File: src/common/timer_unit_defines.vh
// constants for the general timer unit: register indexes, control fields, timing
// assumes a 16-bit register port with a 4-bit word index
`ifndef TIMER_UNIT_DEFINES_VH
`define TIMER_UNIT_DEFINES_VH
`define A_CORE      4'h0
`define A_AUX_LOW   4'h1
`define A_AUX_HIGH  4'h2
`define A_SEC_CORE  4'h3
`define A_SEC_AUX   4'h4
`define A_CAPTURE_RELOAD_REG    4'h5
`define A_CTL_CORE  4'h6
`define A_CTL_LOW   4'h7
`define A_CTL_HIGH  4'h8
`define A_CTL_SCORE 4'h9
`define A_CTL_SAUX  4'hA
`define A_FLAGS     4'hB
// control word fields
`define F_PRESC     2:0
`define F_MODE      4:3
`define F_RUN       5
`define F_DOWN      6
`define F_DIRPIN    7
`define F_FUNC      10:9
`define F_ALT       11
`define F_TRIG      13:12
`define F_OPT       14
// modes
`define M_TIMER     2'h0
`define M_GATED     2'h1
`define M_COUNTER   2'h2
`define M_INCR      2'h3
// auxiliary function
`define FN_NORMAL   2'h0
`define FN_CAPTURE  2'h1
`define FN_RELOAD   2'h2
// flag bits
`define FL_CAPTURE_RELOAD_REG   5
`define FL_CAP_LOW  6
`define FL_CAP_HIGH 7
// base divide, as log2 of system clock cycles per count
`define BASE_ONE    4'h2
`define BASE_TWO    4'h1
`define RST_CTL     16'h0000
`define RST_CNT     16'h0000
`endif

File: src/hdl/general_timer_unit.v
// five 16-bit timers in two groups with capture/reload and toggle latches
// assumes a single-cycle register master and asynchronous pins that are synchronised here
//
// Contract
// RULE1 - five 16-bit timers in two groups
// RULE2 - timers chain to a timer of same group
// RULE3 - group one has four selectable modes
// RULE4 - timer mode counts prescaled system clock
// RULE5 - counter mode counts input pin events
// RULE6 - gated mode counts while gate pin active
// RULE7 - group one counts at most every 4 cycles
// RULE8 - direction by software or direction pin
// RULE9 - quadrature decode from input and direction pins
// RULE10 - core latch toggles on wrap, drives pin
// RULE11 - core latch can clock auxiliary timers
// RULE12 - aux as capture/reload register stops counting
// RULE13 - capture core count on aux pin edge
// RULE14 - reload core on pin or latch transition
// RULE15 - two reloads on opposite edges make waveform
// RULE16 - group two counts at most every 2 cycles
// RULE17 - group two clocked by prescaler or pins
// RULE18 - second aux direction only from software
// RULE19 - second latch toggles, clocks aux, drives pin
// RULE20 - second core wrap clocks compare array, reloads
// RULE21 - capture second aux on pin, optional clear
// RULE22 - capture also from core input transitions
// RULE23 - timers wrap and raise sticky flags
// RULE24 - pins held stable long enough to sample
`include "timer_unit_defines.vh"
module general_timer_unit (
  input  wire        CLK,
  input  wire        RST,
  input  wire [3:0]  ADDR,
  input  wire [15:0] WDATA,
  input  wire        WR,
  input  wire        RD,
  output wire [15:0] RDATA,
  input  wire        TIN_CORE,
  input  wire        TIN_AUX_LOW,
  input  wire        TIN_AUX_HIGH,
  input  wire        EUD_CORE,
  input  wire        EUD_AUX_LOW,
  input  wire        EUD_AUX_HIGH,
  input  wire        TIN_SEC_CORE,
  input  wire        TIN_SEC_AUX,
  input  wire        EUD_SEC_CORE,
  input  wire        CAPTURE_IN,
  output wire        CORE_TOGGLE_OUT,
  output wire        SECOND_TOGGLE_OUT,
  output wire        COMPARE_CLK_OUT
);

  reg  [15:0] cnt_r [0:4];
  reg  [15:0] ctl_r [0:4];
  reg  [15:0] capture_reload_reg_r;
  reg  [7:0]  flag_r;
  reg         core_tl_r;
  reg         sec_tl_r;
  reg         cmp_r;
  reg  [9:0]  pre_r;
  wire [9:0]  s2_r;
  wire [9:0]  s3_r;
  reg  [15:0] rdata_r;
  reg  [15:0] rd_mux;
  reg  [7:0]  flag_nxt;
  integer     k;
  integer     j;

  wire [9:0]  pin_raw;
  wire [9:0]  edg;
  wire [9:0]  rise;
  wire [4:0]  ev;
  wire [4:0]  up;
  wire [4:0]  ov;
  wire [15:0] step [0:4];
  wire [1:0]  rl_sel_low;
  wire [1:0]  rl_sel_high;
  wire        rl_low;
  wire        rl_high;
  wire        cap_low;
  wire        cap_high;
  wire        cap_fire;
  wire [15:0] c3;
  wire [15:0] c4;
  wire        wr_flags;

  // pins above 5 are group two; index 3..5 are direction pins of group one
  assign pin_raw = {CAPTURE_IN, EUD_SEC_CORE, TIN_SEC_AUX, TIN_SEC_CORE,
                    EUD_AUX_HIGH, EUD_AUX_LOW, EUD_CORE, TIN_AUX_HIGH, TIN_AUX_LOW, TIN_CORE};
  assign edg  = s2_r ^ s3_r;
  assign rise = s2_r & ~s3_r;

  // two flops before any logic reads a pin; a third keeps history for edges
  pin_sync #(
    .W (10)
  ) u_sync (
    .clk  (CLK),
    .rst  (RST),
    .pin  (pin_raw),                                                    // [RULE24]
    .lvl  (s2_r),
    .prev (s3_r)
  );

  // one count every 2^(base+presc) cycles; the base sets the top resolution
  function tick;
    input [9:0] pre;
    input [2:0] p;
    input [3:0] base;
    reg   [9:0] m;
    begin
      m = ~(10'h3ff << ({1'b0, p} + base));
      tick = &(pre | ~m);
    end
  endfunction

  genvar i;
  generate
    for (i = 0; i < 3; i = i + 1) begin : g_one
      wire [15:0] c = ctl_r[i];
      // the core ignores the auxiliary function field
      wire        free = (i == 0) || (c[`F_FUNC] == `FN_NORMAL);     // [RULE12]
      wire        tk = tick(pre_r, c[`F_PRESC], `BASE_ONE);          // [RULE4] [RULE7]
      wire        lat = (i != 0) && c[`F_ALT];
      wire        src = lat ? ov[0] : rise[i];                         // [RULE5] [RULE11] [RULE2]
      wire        quad = edg[i] | edg[3+i];                            // [RULE9]
      reg         e;
      always @* begin
        case (c[`F_MODE])
          `M_TIMER:   e = tk;
          `M_GATED:   e = tk & (s2_r[i] ^ c[`F_OPT]);                 // [RULE6]
          `M_COUNTER: e = src;
          `M_INCR:    e = quad;
          default:    e = 1'b0;
        endcase
      end
      assign ev[i] = c[`F_RUN] & free & e;                             // [RULE3]
      // A leading B counts up: new A against old B
      assign up[i] = (c[`F_MODE] == `M_INCR) ? (s2_r[i] ^ s3_r[3+i]) :
                     ~(c[`F_DOWN] ^ (c[`F_DIRPIN] & s2_r[3+i]));       // [RULE8] [RULE9]
    end
  endgenerate

  assign c3 = ctl_r[3];
  assign c4 = ctl_r[4];

  reg e3;
  reg e4;
  always @* begin
    case (c3[`F_MODE])
      `M_TIMER: e3 = tick(pre_r, c3[`F_PRESC], `BASE_TWO);             // [RULE16] [RULE17]
      `M_GATED: e3 = tick(pre_r, c3[`F_PRESC], `BASE_TWO) & (s2_r[6] ^ c3[`F_OPT]);
      default:  e3 = rise[6];                                           // [RULE17]
    endcase
    case (c4[`F_MODE])
      `M_TIMER: e4 = tick(pre_r, c4[`F_PRESC], `BASE_TWO);             // [RULE16]
      `M_GATED: e4 = tick(pre_r, c4[`F_PRESC], `BASE_TWO) & s2_r[7];
      default:  e4 = c4[`F_ALT] ? ov[3] : rise[7];                     // [RULE19] [RULE2]
    endcase
  end

  assign ev[3] = c3[`F_RUN] & e3;
  assign ev[4] = c4[`F_RUN] & e4;
  assign up[3] = ~(c3[`F_DOWN] ^ (c3[`F_DIRPIN] & s2_r[8]));          // [RULE18]
  // the second aux has no direction pin, software alone decides
  assign up[4] = ~c4[`F_DOWN];                                          // [RULE18]

  generate
    for (i = 0; i < 5; i = i + 1) begin : g_step
      assign step[i] = up[i] ? cnt_r[i] + 16'h0001 : cnt_r[i] - 16'h0001;   // [RULE23]
      assign ov[i]   = ev[i] & (up[i] ? (cnt_r[i] == 16'hffff) : (cnt_r[i] == 16'h0000));
    end
  endgenerate

  // reload triggers: 0 pin edge, 1 latch rising, 2 latch falling, 3 either
  function rl_trig;
    input [1:0] sel;
    input       pin;
    input       o;
    input       tl;
    begin
      case (sel)
        2'h0:    rl_trig = pin;
        2'h1:    rl_trig = o & ~tl;
        2'h2:    rl_trig = o & tl;
        default: rl_trig = o;
      endcase
    end
  endfunction

  assign rl_sel_low  = ctl_r[1][`F_TRIG];
  assign rl_sel_high = ctl_r[2][`F_TRIG];
  assign rl_low   = (ctl_r[1][`F_FUNC] == `FN_RELOAD) &
                    rl_trig(rl_sel_low, rise[1], ov[0], core_tl_r);     // [RULE14]
  assign rl_high  = (ctl_r[2][`F_FUNC] == `FN_RELOAD) &
                    rl_trig(rl_sel_high, rise[2], ov[0], core_tl_r);    // [RULE14] [RULE15]
  assign cap_low  = (ctl_r[1][`F_FUNC] == `FN_CAPTURE) & rise[1];       // [RULE13]
  assign cap_high = (ctl_r[2][`F_FUNC] == `FN_CAPTURE) & rise[2];       // [RULE13]

  reg cap_src;
  always @* begin
    case (c4[`F_TRIG])
      2'h0:    cap_src = edg[9];                                        // [RULE21]
      2'h1:    cap_src = edg[0];                                        // [RULE22]
      2'h2:    cap_src = edg[3];                                        // [RULE22]
      default: cap_src = edg[0] | edg[3];                               // [RULE22]
    endcase
  end
  assign cap_fire = (c4[`F_FUNC] == `FN_CAPTURE) & cap_src;

  assign wr_flags = WR && (ADDR == `A_FLAGS);

  always @* begin
    // set wins over a software clear in the same cycle
    flag_nxt = wr_flags ? (flag_r & ~WDATA[7:0]) : flag_r;
    flag_nxt = flag_nxt | {cap_high, cap_low, cap_fire, ov};            // [RULE23]
  end

  always @* begin
    case (ADDR)
      `A_CORE:      rd_mux = cnt_r[0];
      `A_AUX_LOW:   rd_mux = cnt_r[1];
      `A_AUX_HIGH:  rd_mux = cnt_r[2];
      `A_SEC_CORE:  rd_mux = cnt_r[3];
      `A_SEC_AUX:   rd_mux = cnt_r[4];
      `A_CAPTURE_RELOAD_REG:    rd_mux = capture_reload_reg_r;
      `A_CTL_CORE:  rd_mux = ctl_r[0];
      `A_CTL_LOW:   rd_mux = ctl_r[1];
      `A_CTL_HIGH:  rd_mux = ctl_r[2];
      `A_CTL_SCORE: rd_mux = ctl_r[3];
      `A_CTL_SAUX:  rd_mux = ctl_r[4];
      `A_FLAGS:     rd_mux = {8'h00, flag_r};
      default:      rd_mux = 16'h0000;
    endcase
  end

  // one free-running divider, so ticks of every timer line up from reset
  always @(posedge CLK or posedge RST) begin
    if (RST)
      pre_r <= 10'h000;
    else
      pre_r <= pre_r + 10'h001;
  end

  // read data stand for one cycle after the strobe and are zero otherwise
  always @(posedge CLK or posedge RST) begin
    if (RST)
      rdata_r <= 16'h0000;
    else if (RD)
      rdata_r <= rd_mux;
    else
      rdata_r <= 16'h0000;
  end

  // flags stay set until software writes a one to them
  always @(posedge CLK or posedge RST) begin
    if (RST)
      flag_r <= 8'h00;
    else
      flag_r <= flag_nxt;
  end

  // control words take effect on the cycle after the write
  always @(posedge CLK or posedge RST) begin
    if (RST) begin
      for (j = 0; j < 5; j = j + 1)
        ctl_r[j] <= `RST_CTL;
    end else begin
      for (j = 0; j < 5; j = j + 1) begin
        if (WR && (ADDR == `A_CTL_CORE + j[3:0]))
          ctl_r[j] <= WDATA;
      end
    end
  end

  // latches and the compare pulse move with the wrapping count, never before it
  always @(posedge CLK or posedge RST) begin
    if (RST) begin
      core_tl_r <= 1'b0;
      sec_tl_r  <= 1'b0;
      cmp_r     <= 1'b0;
    end else begin
      cmp_r <= ov[3];                                                   // [RULE20]
      if (ov[0])
        core_tl_r <= ~core_tl_r;                                        // [RULE10]
      if (ov[3])
        sec_tl_r <= ~sec_tl_r;                                          // [RULE19]
    end
  end

  // all five counts live in one process so the array has a single driver
  always @(posedge CLK or posedge RST) begin
    if (RST) begin
      for (k = 0; k < 5; k = k + 1)
        cnt_r[k] <= `RST_CNT;
    end else begin
      // software writes win over hardware updates of a count
      if (WR && (ADDR == `A_CORE))
        cnt_r[0] <= WDATA;
      else if (rl_low)
        cnt_r[0] <= cnt_r[1];                                           // [RULE14]
      else if (rl_high)
        cnt_r[0] <= cnt_r[2];                                           // [RULE15]
      else if (ev[0])
        cnt_r[0] <= step[0];                                            // [RULE1]
      if (WR && (ADDR == `A_AUX_LOW))
        cnt_r[1] <= WDATA;
      else if (cap_low)
        cnt_r[1] <= cnt_r[0];                                           // [RULE13]
      else if (ev[1])
        cnt_r[1] <= step[1];
      if (WR && (ADDR == `A_AUX_HIGH))
        cnt_r[2] <= WDATA;
      else if (cap_high)
        cnt_r[2] <= cnt_r[0];                                           // [RULE13]
      else if (ev[2])
        cnt_r[2] <= step[2];
      if (WR && (ADDR == `A_SEC_CORE))
        cnt_r[3] <= WDATA;
      else if (ov[3] && c3[`F_ALT])
        cnt_r[3] <= capture_reload_reg_r;                                           // [RULE20]
      else if (ev[3])
        cnt_r[3] <= step[3];
      if (WR && (ADDR == `A_SEC_AUX))
        cnt_r[4] <= WDATA;
      else if (cap_fire && c4[`F_OPT])
        cnt_r[4] <= 16'h0000;                                           // [RULE21]
      else if (ev[4])
        cnt_r[4] <= step[4];
    end
  end

  // capture_reload_reg: a software write beats a capture in the same cycle
  always @(posedge CLK or posedge RST) begin
    if (RST)
      capture_reload_reg_r <= 16'h0000;
    else if (WR && (ADDR == `A_CAPTURE_RELOAD_REG))
      capture_reload_reg_r <= WDATA;
    else if (cap_fire)
      capture_reload_reg_r <= cnt_r[4];                                             // [RULE21]
  end

  assign RDATA             = rdata_r;
  assign CORE_TOGGLE_OUT   = core_tl_r;
  assign SECOND_TOGGLE_OUT = sec_tl_r;
  assign COMPARE_CLK_OUT   = cmp_r;

endmodule // general_timer_unit

// two-flop synchroniser plus one history stage for edge detection
module pin_sync #(
  parameter W = 10
) (
  input  wire [0:0]   clk,
  input  wire [0:0]   rst,
  input  wire [W-1:0] pin,
  output wire [W-1:0] lvl,
  output wire [W-1:0] prev
);
  reg  [W-1:0] s1_r;
  reg  [W-1:0] s2_r;
  reg  [W-1:0] s3_r;
  // only the second and third flops feed logic; the first may still be settling
  always @(posedge clk or posedge rst) begin
    if (rst) begin
      s1_r <= {W{1'b0}};
      s2_r <= {W{1'b0}};
      s3_r <= {W{1'b0}};
    end else begin
      s1_r <= pin;
      s2_r <= s1_r;
      s3_r <= s2_r;
    end
  end
  assign lvl  = s2_r;
  assign prev = s3_r;
endmodule // pin_sync

File: config.mk
export PLATFORM = sky130hd
export DESIGN_NAME = general_timer_unit
export DESIGN_NICKNAME = d
export VERILOG_FILES = /design/src/hdl/general_timer_unit.v
export VERILOG_INCLUDE_DIRS = /design/src /design/src/common
export SDC_FILE = /design/constraint.sdc
export NUM_CORES = 1
export LEC_CHECK = 0
export BUFFER_PORTS_ARGS = -buffer_cell sky130_fd_sc_hd__buf_2
export CAP_MARGIN = 20
export CORE_AREA = 10 10 175 177
export DETAILED_ROUTE_END_ITERATION = 6
export DIE_AREA = 0 0 185 187
export PLACE_DENSITY = 0.76
export REMOVE_ABC_BUFFERS = 1
export SETUP_SLACK_MARGIN = 0.02
export SLEW_MARGIN = 0
export SYNTH_ARGS = -nofsm -noshare
export SYNTH_HDL_FRONTEND = slang
export SYNTH_SLANG_ARGS = --single-unit
File: constraint.sdc
create_clock -name CLK -period 17 [get_ports CLK]
set_input_delay 3.4 -clock CLK [delete_from_list [all_inputs] [get_ports CLK]]
set_output_delay 3.4 -clock CLK [all_outputs]
set_load 0.05 [all_outputs]
== Yosys cells after proc, flatten, opt, wreduce, memory -nomap -nowiden ==
Cells that the tools add are included.
Storage, ports and cells
  register bits: 243
  input port bits: 34
  output and inout bits: 19
  logic and storage cells: 233
Cells by class
  $add $sub $neg: 16
  equal/unequal tests: 38
  shifts and indexed selects: 5
  muxes and demuxes: 45
  bitwise gates (word level): 68
  reductions and logical operators: 41
Operators by type and width (number)
  16-bit two-way mux: 24
  16-bit case mux with 12 select lines: 1
  10-bit NOT: 10
  16-bit by 1-bit adder with 16-bit output (second input constant): 5
  16-bit equality test (second input constant): 5
  16-bit logical NOT: 5
  16-bit by 1-bit subtractor with 16-bit output (second input constant): 5
  10-bit bitwise OR: 5
  10-bit AND reduction: 5
  10-bit by 4-bit << shifter with 10-bit output (first input constant): 5
  1-bit AND: 28
  2-bit by 1-bit equality test with 1-bit output (second input constant): 11
  2-bit equality test (second input constant): 11
  2-bit logical NOT: 10
  8-bit AND: 2
  4-bit by 3-bit equality test with 1-bit output (second input constant): 4
  4-bit equality test (second input constant): 4
  8-bit NOT: 2
  1-bit logical AND: 14
  3-bit by 2-bit adder with 4-bit output (second input constant): 3
  1-bit case mux with 4 select lines: 3
  3-bit nonzero test: 4
  1-bit two-way mux: 11
  1-bit bitwise XOR: 11
  14 further kinds: 25

== Depth between registers and ports, before layout ==
  depth in word-level cells: 16
  mapped depth: 15
  gate-level depth less buffers: 15

== By module ==
A second synthesis with hierarchy kept.
Unflattened totals
  cells, all modules: 1737
  area total of the unflattened synthesis: 15944.0 um^2
By module, submodules not included
  general_timer_unit: instances 1, cells an instance 1706, area each 15189.6 um^2, seq. area each 5330.1 um^2
  pin_sync: instances 1, cells an instance 31, area each 754.5 um^2, seq. area each 750.7 um^2

== Worst setup path after synthesis ==
OpenSTA, ideal clock, no wires.
  path kind: input port to flip-flop
  from: input port ADDR[3]
  to: register cnt_r[8] (netlist name)
  setup time: 0.077 ns
  data arrival time: 5.369 ns
  required time: 16.923 ns
  setup slack: 11.553 ns
  cell stages on the path: 10
  path buffers: 3
  cells stage by stage: clkbuf_1 nand2b_1 nor3_1 and2_1 clkbuf_1 a21oi_1 nand2_1 buf_1 nor2_1 a21oi_1
Between the ends
  word-level cells in the longest chain between the ends: 3
  elaborated cells between the ends (all ways): 4
  classes of those cells: eq/ne (1); mux (1); reduce/logical (2)
Ends and longest elaborated chain
  from (decl): line general_timer_unit.v:33  | input wire [3:0] ADDR,
  4-bit by 3-bit equality test with 1-bit output (*)
  1-bit logical AND (*): line general_timer_unit.v:323  | if (WR && (ADDR == `A_SEC_AUX))
  3-bit nonzero test (no source line) / 16-bit two-way mux (equally long branches)
  to (signal, indexed assignment): line general_timer_unit.v:294  | cnt_r[k] <= `RST_CNT;
  to (decl): line general_timer_unit.v:53  | reg [15:0] cnt_r [0:4];
Every way passes the cells marked *; elsewhere a longest branch is shown, timed or not.
A chain may end at the register's enable or synchronous reset.

== Worst setup path in the final report ==
Same ends and word-level chain as after synthesis.

==> results.yml <==
outcome:
  status: "finished with violations"
  violations: "design-rule violations"
synth:
  ys_types: 80
  synth_area_per_cell_um2: 9.299
  synth.area.mux_share_pct: 9.545
  synth_edf_count: 0
  yosysTopAreaCell: "dfrtp_1"
  synth_top_family_by_area: "compound AO/OA/AOI/OAI gates"
  synthFlopType: "dfrtp_1"
  ys_ff_latch: 242
  syn_area_um2: 15970
  yosys.area_share.simple_pct: 14.60
  postSynth.asyncResetShare_pct: 100.0
  ys_warn_count: 0
  ys_top_cells_by_area: "dfrtp_1 (38%), ha_1 (6.9%), mux2_2 (6.1%)"
  synthAdderAreaFrac_pct: 7.523
  synth_compound_area_share_pct: 22.15
  ys_seq_area_share_pct: 37.93
  synthTopCellsByCount: "dfrtp_1 (242), nand2_1 (153), o21ai_0 (132)"
  synthXorXnorAreaFrac_pct: 4.772
  yosys.area.top_type_share_pct: 37.93
  synthCells: 1717
  synth_most_common_cell: "dfrtp_1"
worst_setup_path:
  critPathKind: "input port to flip-flop"
  cp_top_family: "simple AND/OR/NAND/NOR gates"
  crit_buf_inv: 2
  cp_slowest_cell: "a21oi_1"
  end_kind: "flip-flop"
  slowest_delay_ns: 0.96
  reg2reg_from: "g_one[0].c[4]"
  crit_chain: "buf_2 > nand2b_1 > nor3_2 > buf_4 > and2_1 > a21oi_1 > nand2_1 > nor2_1 > a21oi_1"
  crit_path_end: "cnt_r[8]"
  startpoint: "ADDR[3]"
  critPathMaxFanout: 18
  crit_arrival_ns: 6.33
  cp-start-kind: "input port"
  reg2reg_slack_ns: 12.85
  critical_path_depth: 9
  crit_top_cell: "a21oi_1"
  r2r-end: "cnt_r[79]"
  worstRegToRegCells: 13
  critPathRequiredTime_ns: 17.44
drt:
  drc: 2
  vias: 14734
  drtPass1Iterations: 7
  routed_wirelength_um: 54230
  ant_nets: 0
  drtIter0Drc: 2241
  vias_per_cell: 7.033
  wire_per_inst_um: 25.88
timing:
  layout_min_cycle_time_ns: 5.888
  setup_tns_ns: 0
  slew_violations: 0
  max_freq_ghz: 0.1698
  period_share_pct: 34.64
  rsz0062_at_grt: "no"
  fin_skew_ns: 0.02070
  setup_viol: 0
  fin_ws_ns: 11.11
  slew_headroom_pct: 24.08
  hold_viol: 0
  worst_pin_slew_ns: 1.139
pwr:
  ir_worst_vdd_v: 0.0001154
  p_leak_nw: 7.532
  cellPowerDensity_nw_per_um2: 189.2
placement:
  port_buffers: 52
  hpwl_um: 36980
  gp_congestion: 0.9633
  dp_slack_ns: 10.72
floorplan:
  core_area_um2: 27320
  dieHeight_um: 187
  fp-row-count: 61
  die_area_um2: 34600
  initial_utilization_pct: 58.43
  fp.dieW_um: 185
  ios: 53
grt:
  grt_pass1_wl_um: 82610
  grt_usage_pct: 30.53
  grt_max_degree: 91
  grt_pass1_vias: 13926
  antenna_found_initial: 0
  grt_overflow: 0
cts:
  cts_buffers: 27
  cts_max_path_buffers: 3
  ctsResizeCount: 0
  cts.reportedPaths.clkPinSlew_ns: 0.06
  post-cts-setup-buffers: 0
  cts_hold_buf: 0
  cts_tree: "yes"
  insertion_delay_ns: 0.57
  cts_max_level: 1
  cts_sinks: 242
  cts_root_buf: "clkbuf_16"
cells_and_area:
  area_growth_pct: 9.333
  drive_gt1_share_pct: 13.34
  nets: 1854
worst_hold_path:
  hold_path_class: "flip-flop to flip-flop"
run:
  max_cap_viol_count: 0
[flip-flops by register name (all words and copies together) (netlist names)]
signal / flops
COMPARE_CLK_OUT: 1
cnt_r: 80
pre_r: 10
u_sync.s1_r: 10
u_sync.prev: 9
CORE_TOGGLE_OUT: 1
u_sync.lvl: 10
g_one.c: 48
c4: 16
capture_reload_reg_r: 16
flag_r: 8
RDATA: 16
SECOND_TOGGLE_OUT: 1
c3: 16
[power by group]
group | leakage (nW) | switching, mW | total (mW) | internal [mW]
Sequential | 2.92 | 0.400 | 1.14 | 0.742
Clock | 0.441 | 0.251 | 0.602 | 0.351
Combinational | 4.17 | 0.831 | 1.56 | 0.728
Total | 7.53 | 1.48 | 3.30 | 1.82
[cell usage in the layout (no fill, tap or decap), types with 8 or more instances in the layout]
cell,count
dfrtp_1,242
nand2_1,153
o21ai_0,132
a21oi_1,125
nor2_1,110
ha_1,88
mux2_2,87
xnor2_1,60
mux2i_1,53
buf_2,52
inv_1,48
a22o_1,36
a22oi_1,31
a221oi_1,29
xor2_1,27
clkbuf_16,27
nand4_1,26
nor3_1,25
a21o_1,25
a31oi_1,25
o211ai_1,24
nor4_1,23
nand3_1,21
buf_4,19
and2_1,16
and3_1,16
a211oi_1,16
nor2b_1,14
nand2b_1,13
or3_1,13
o21a_1,12
nor3b_1,8
a222oi_1,8
[how the worst min path moves through the flow]
stage,from,to,slack (ns),depth (start not counted)
2_1_floorplan,u_sync.s1_r[0],u_sync.lvl[0],0.33,0
6_report,u_sync.s1_r[4],u_sync.lvl[4],0.35,0
3_5_place_dp,u_sync.s1_r[0],u_sync.lvl[0],0.34,0
5_1_grt,u_sync.s1_r[4],u_sync.lvl[4],0.36,0
4_1_cts,u_sync.s1_r[4],u_sync.lvl[4],0.35,0
3_3_place_gp,u_sync.s1_r[2],u_sync.lvl[2],0.33,0
[metal layers]
| layer | part of all wire [%] | wire length, um | global-route usage (%) | up-vias |
|---|---|---|---|---|
| met2 | 44 | 23720 | 45.49 | 1016 |
| met3 | 13 | 6827 | 6.371 | 208 |
| met5 | 0 | 0 | 0 | - |
| met4 | 5.5 | 2964 | 14.70 | 0 |
| met1 | 38 | 20710 | 41.32 | 7091 |
| li1 | - | - | - | 6419 |
[final cells by class]
| type | instances | area, um^2 |
|---|---|---|
| clock buffers | 39 | 780.7 |
| repair buffers | 75 | 455.4 |
| well taps | 346 | 432.9 |
| clock inverters | 10 | 123.9 |
| fillers | 2255 | 9867 |
| inverters | 49 | 191.4 |
| diodes | 2 | 5.005 |
| flip-flops and latches | 242 | 6056 |
| multi-input cells | 1332 | 9412 |
[metrics by stage]
stage / hold WS [ns] / power [mW] / utilization, % / std cells / instance area [um^2]
floorplan: 0.3312 / 2.166 / - / 1623 / 15600
global placement: 0.3337 / 2.577 / 60.37 / 2040 / 16490
detailed placement: 0.3363 / 2.637 / 60.37 / 2040 / 16490
CTS: 0.3462 / 3.245 / 63.68 / 2089 / 17400
global route: 0.3554 / 3.502 / 63.87 / 2093 / 17450
finish: 0.3466 / 3.302 / 63.89 / 2095 / 17460
[kinds of logic (layout without fill, tap and decap cells)]
group	count (synthesis)	in the layout
flip-flops	242	242
buffers and inverters	143	173
XOR/XNOR	87	87
multiplexers	141	141
other	0	2
AND/OR/NAND/NOR	477	477
adder cells (fa/ha/maj)	93	93
AO/OA/AOI/OAI	534	534
[worst register-to-register path, stage by stage (launching register included)]
cell,delay [ns]
dfrtp_1,0.49
and2_1,0.23
and2_1,0.15
or2_2,0.45
ha_1,0.38
a211oi_1,0.29
o211ai_1,0.19
a311oi_1,0.48
o21ai_0,0.25
o311ai_0,0.48
a21oi_1,0.15
xnor2_1,0.20
mux2i_1,0.10
a31oi_1,0.21
Note: power is estimated with default switching activity, not from simulation.
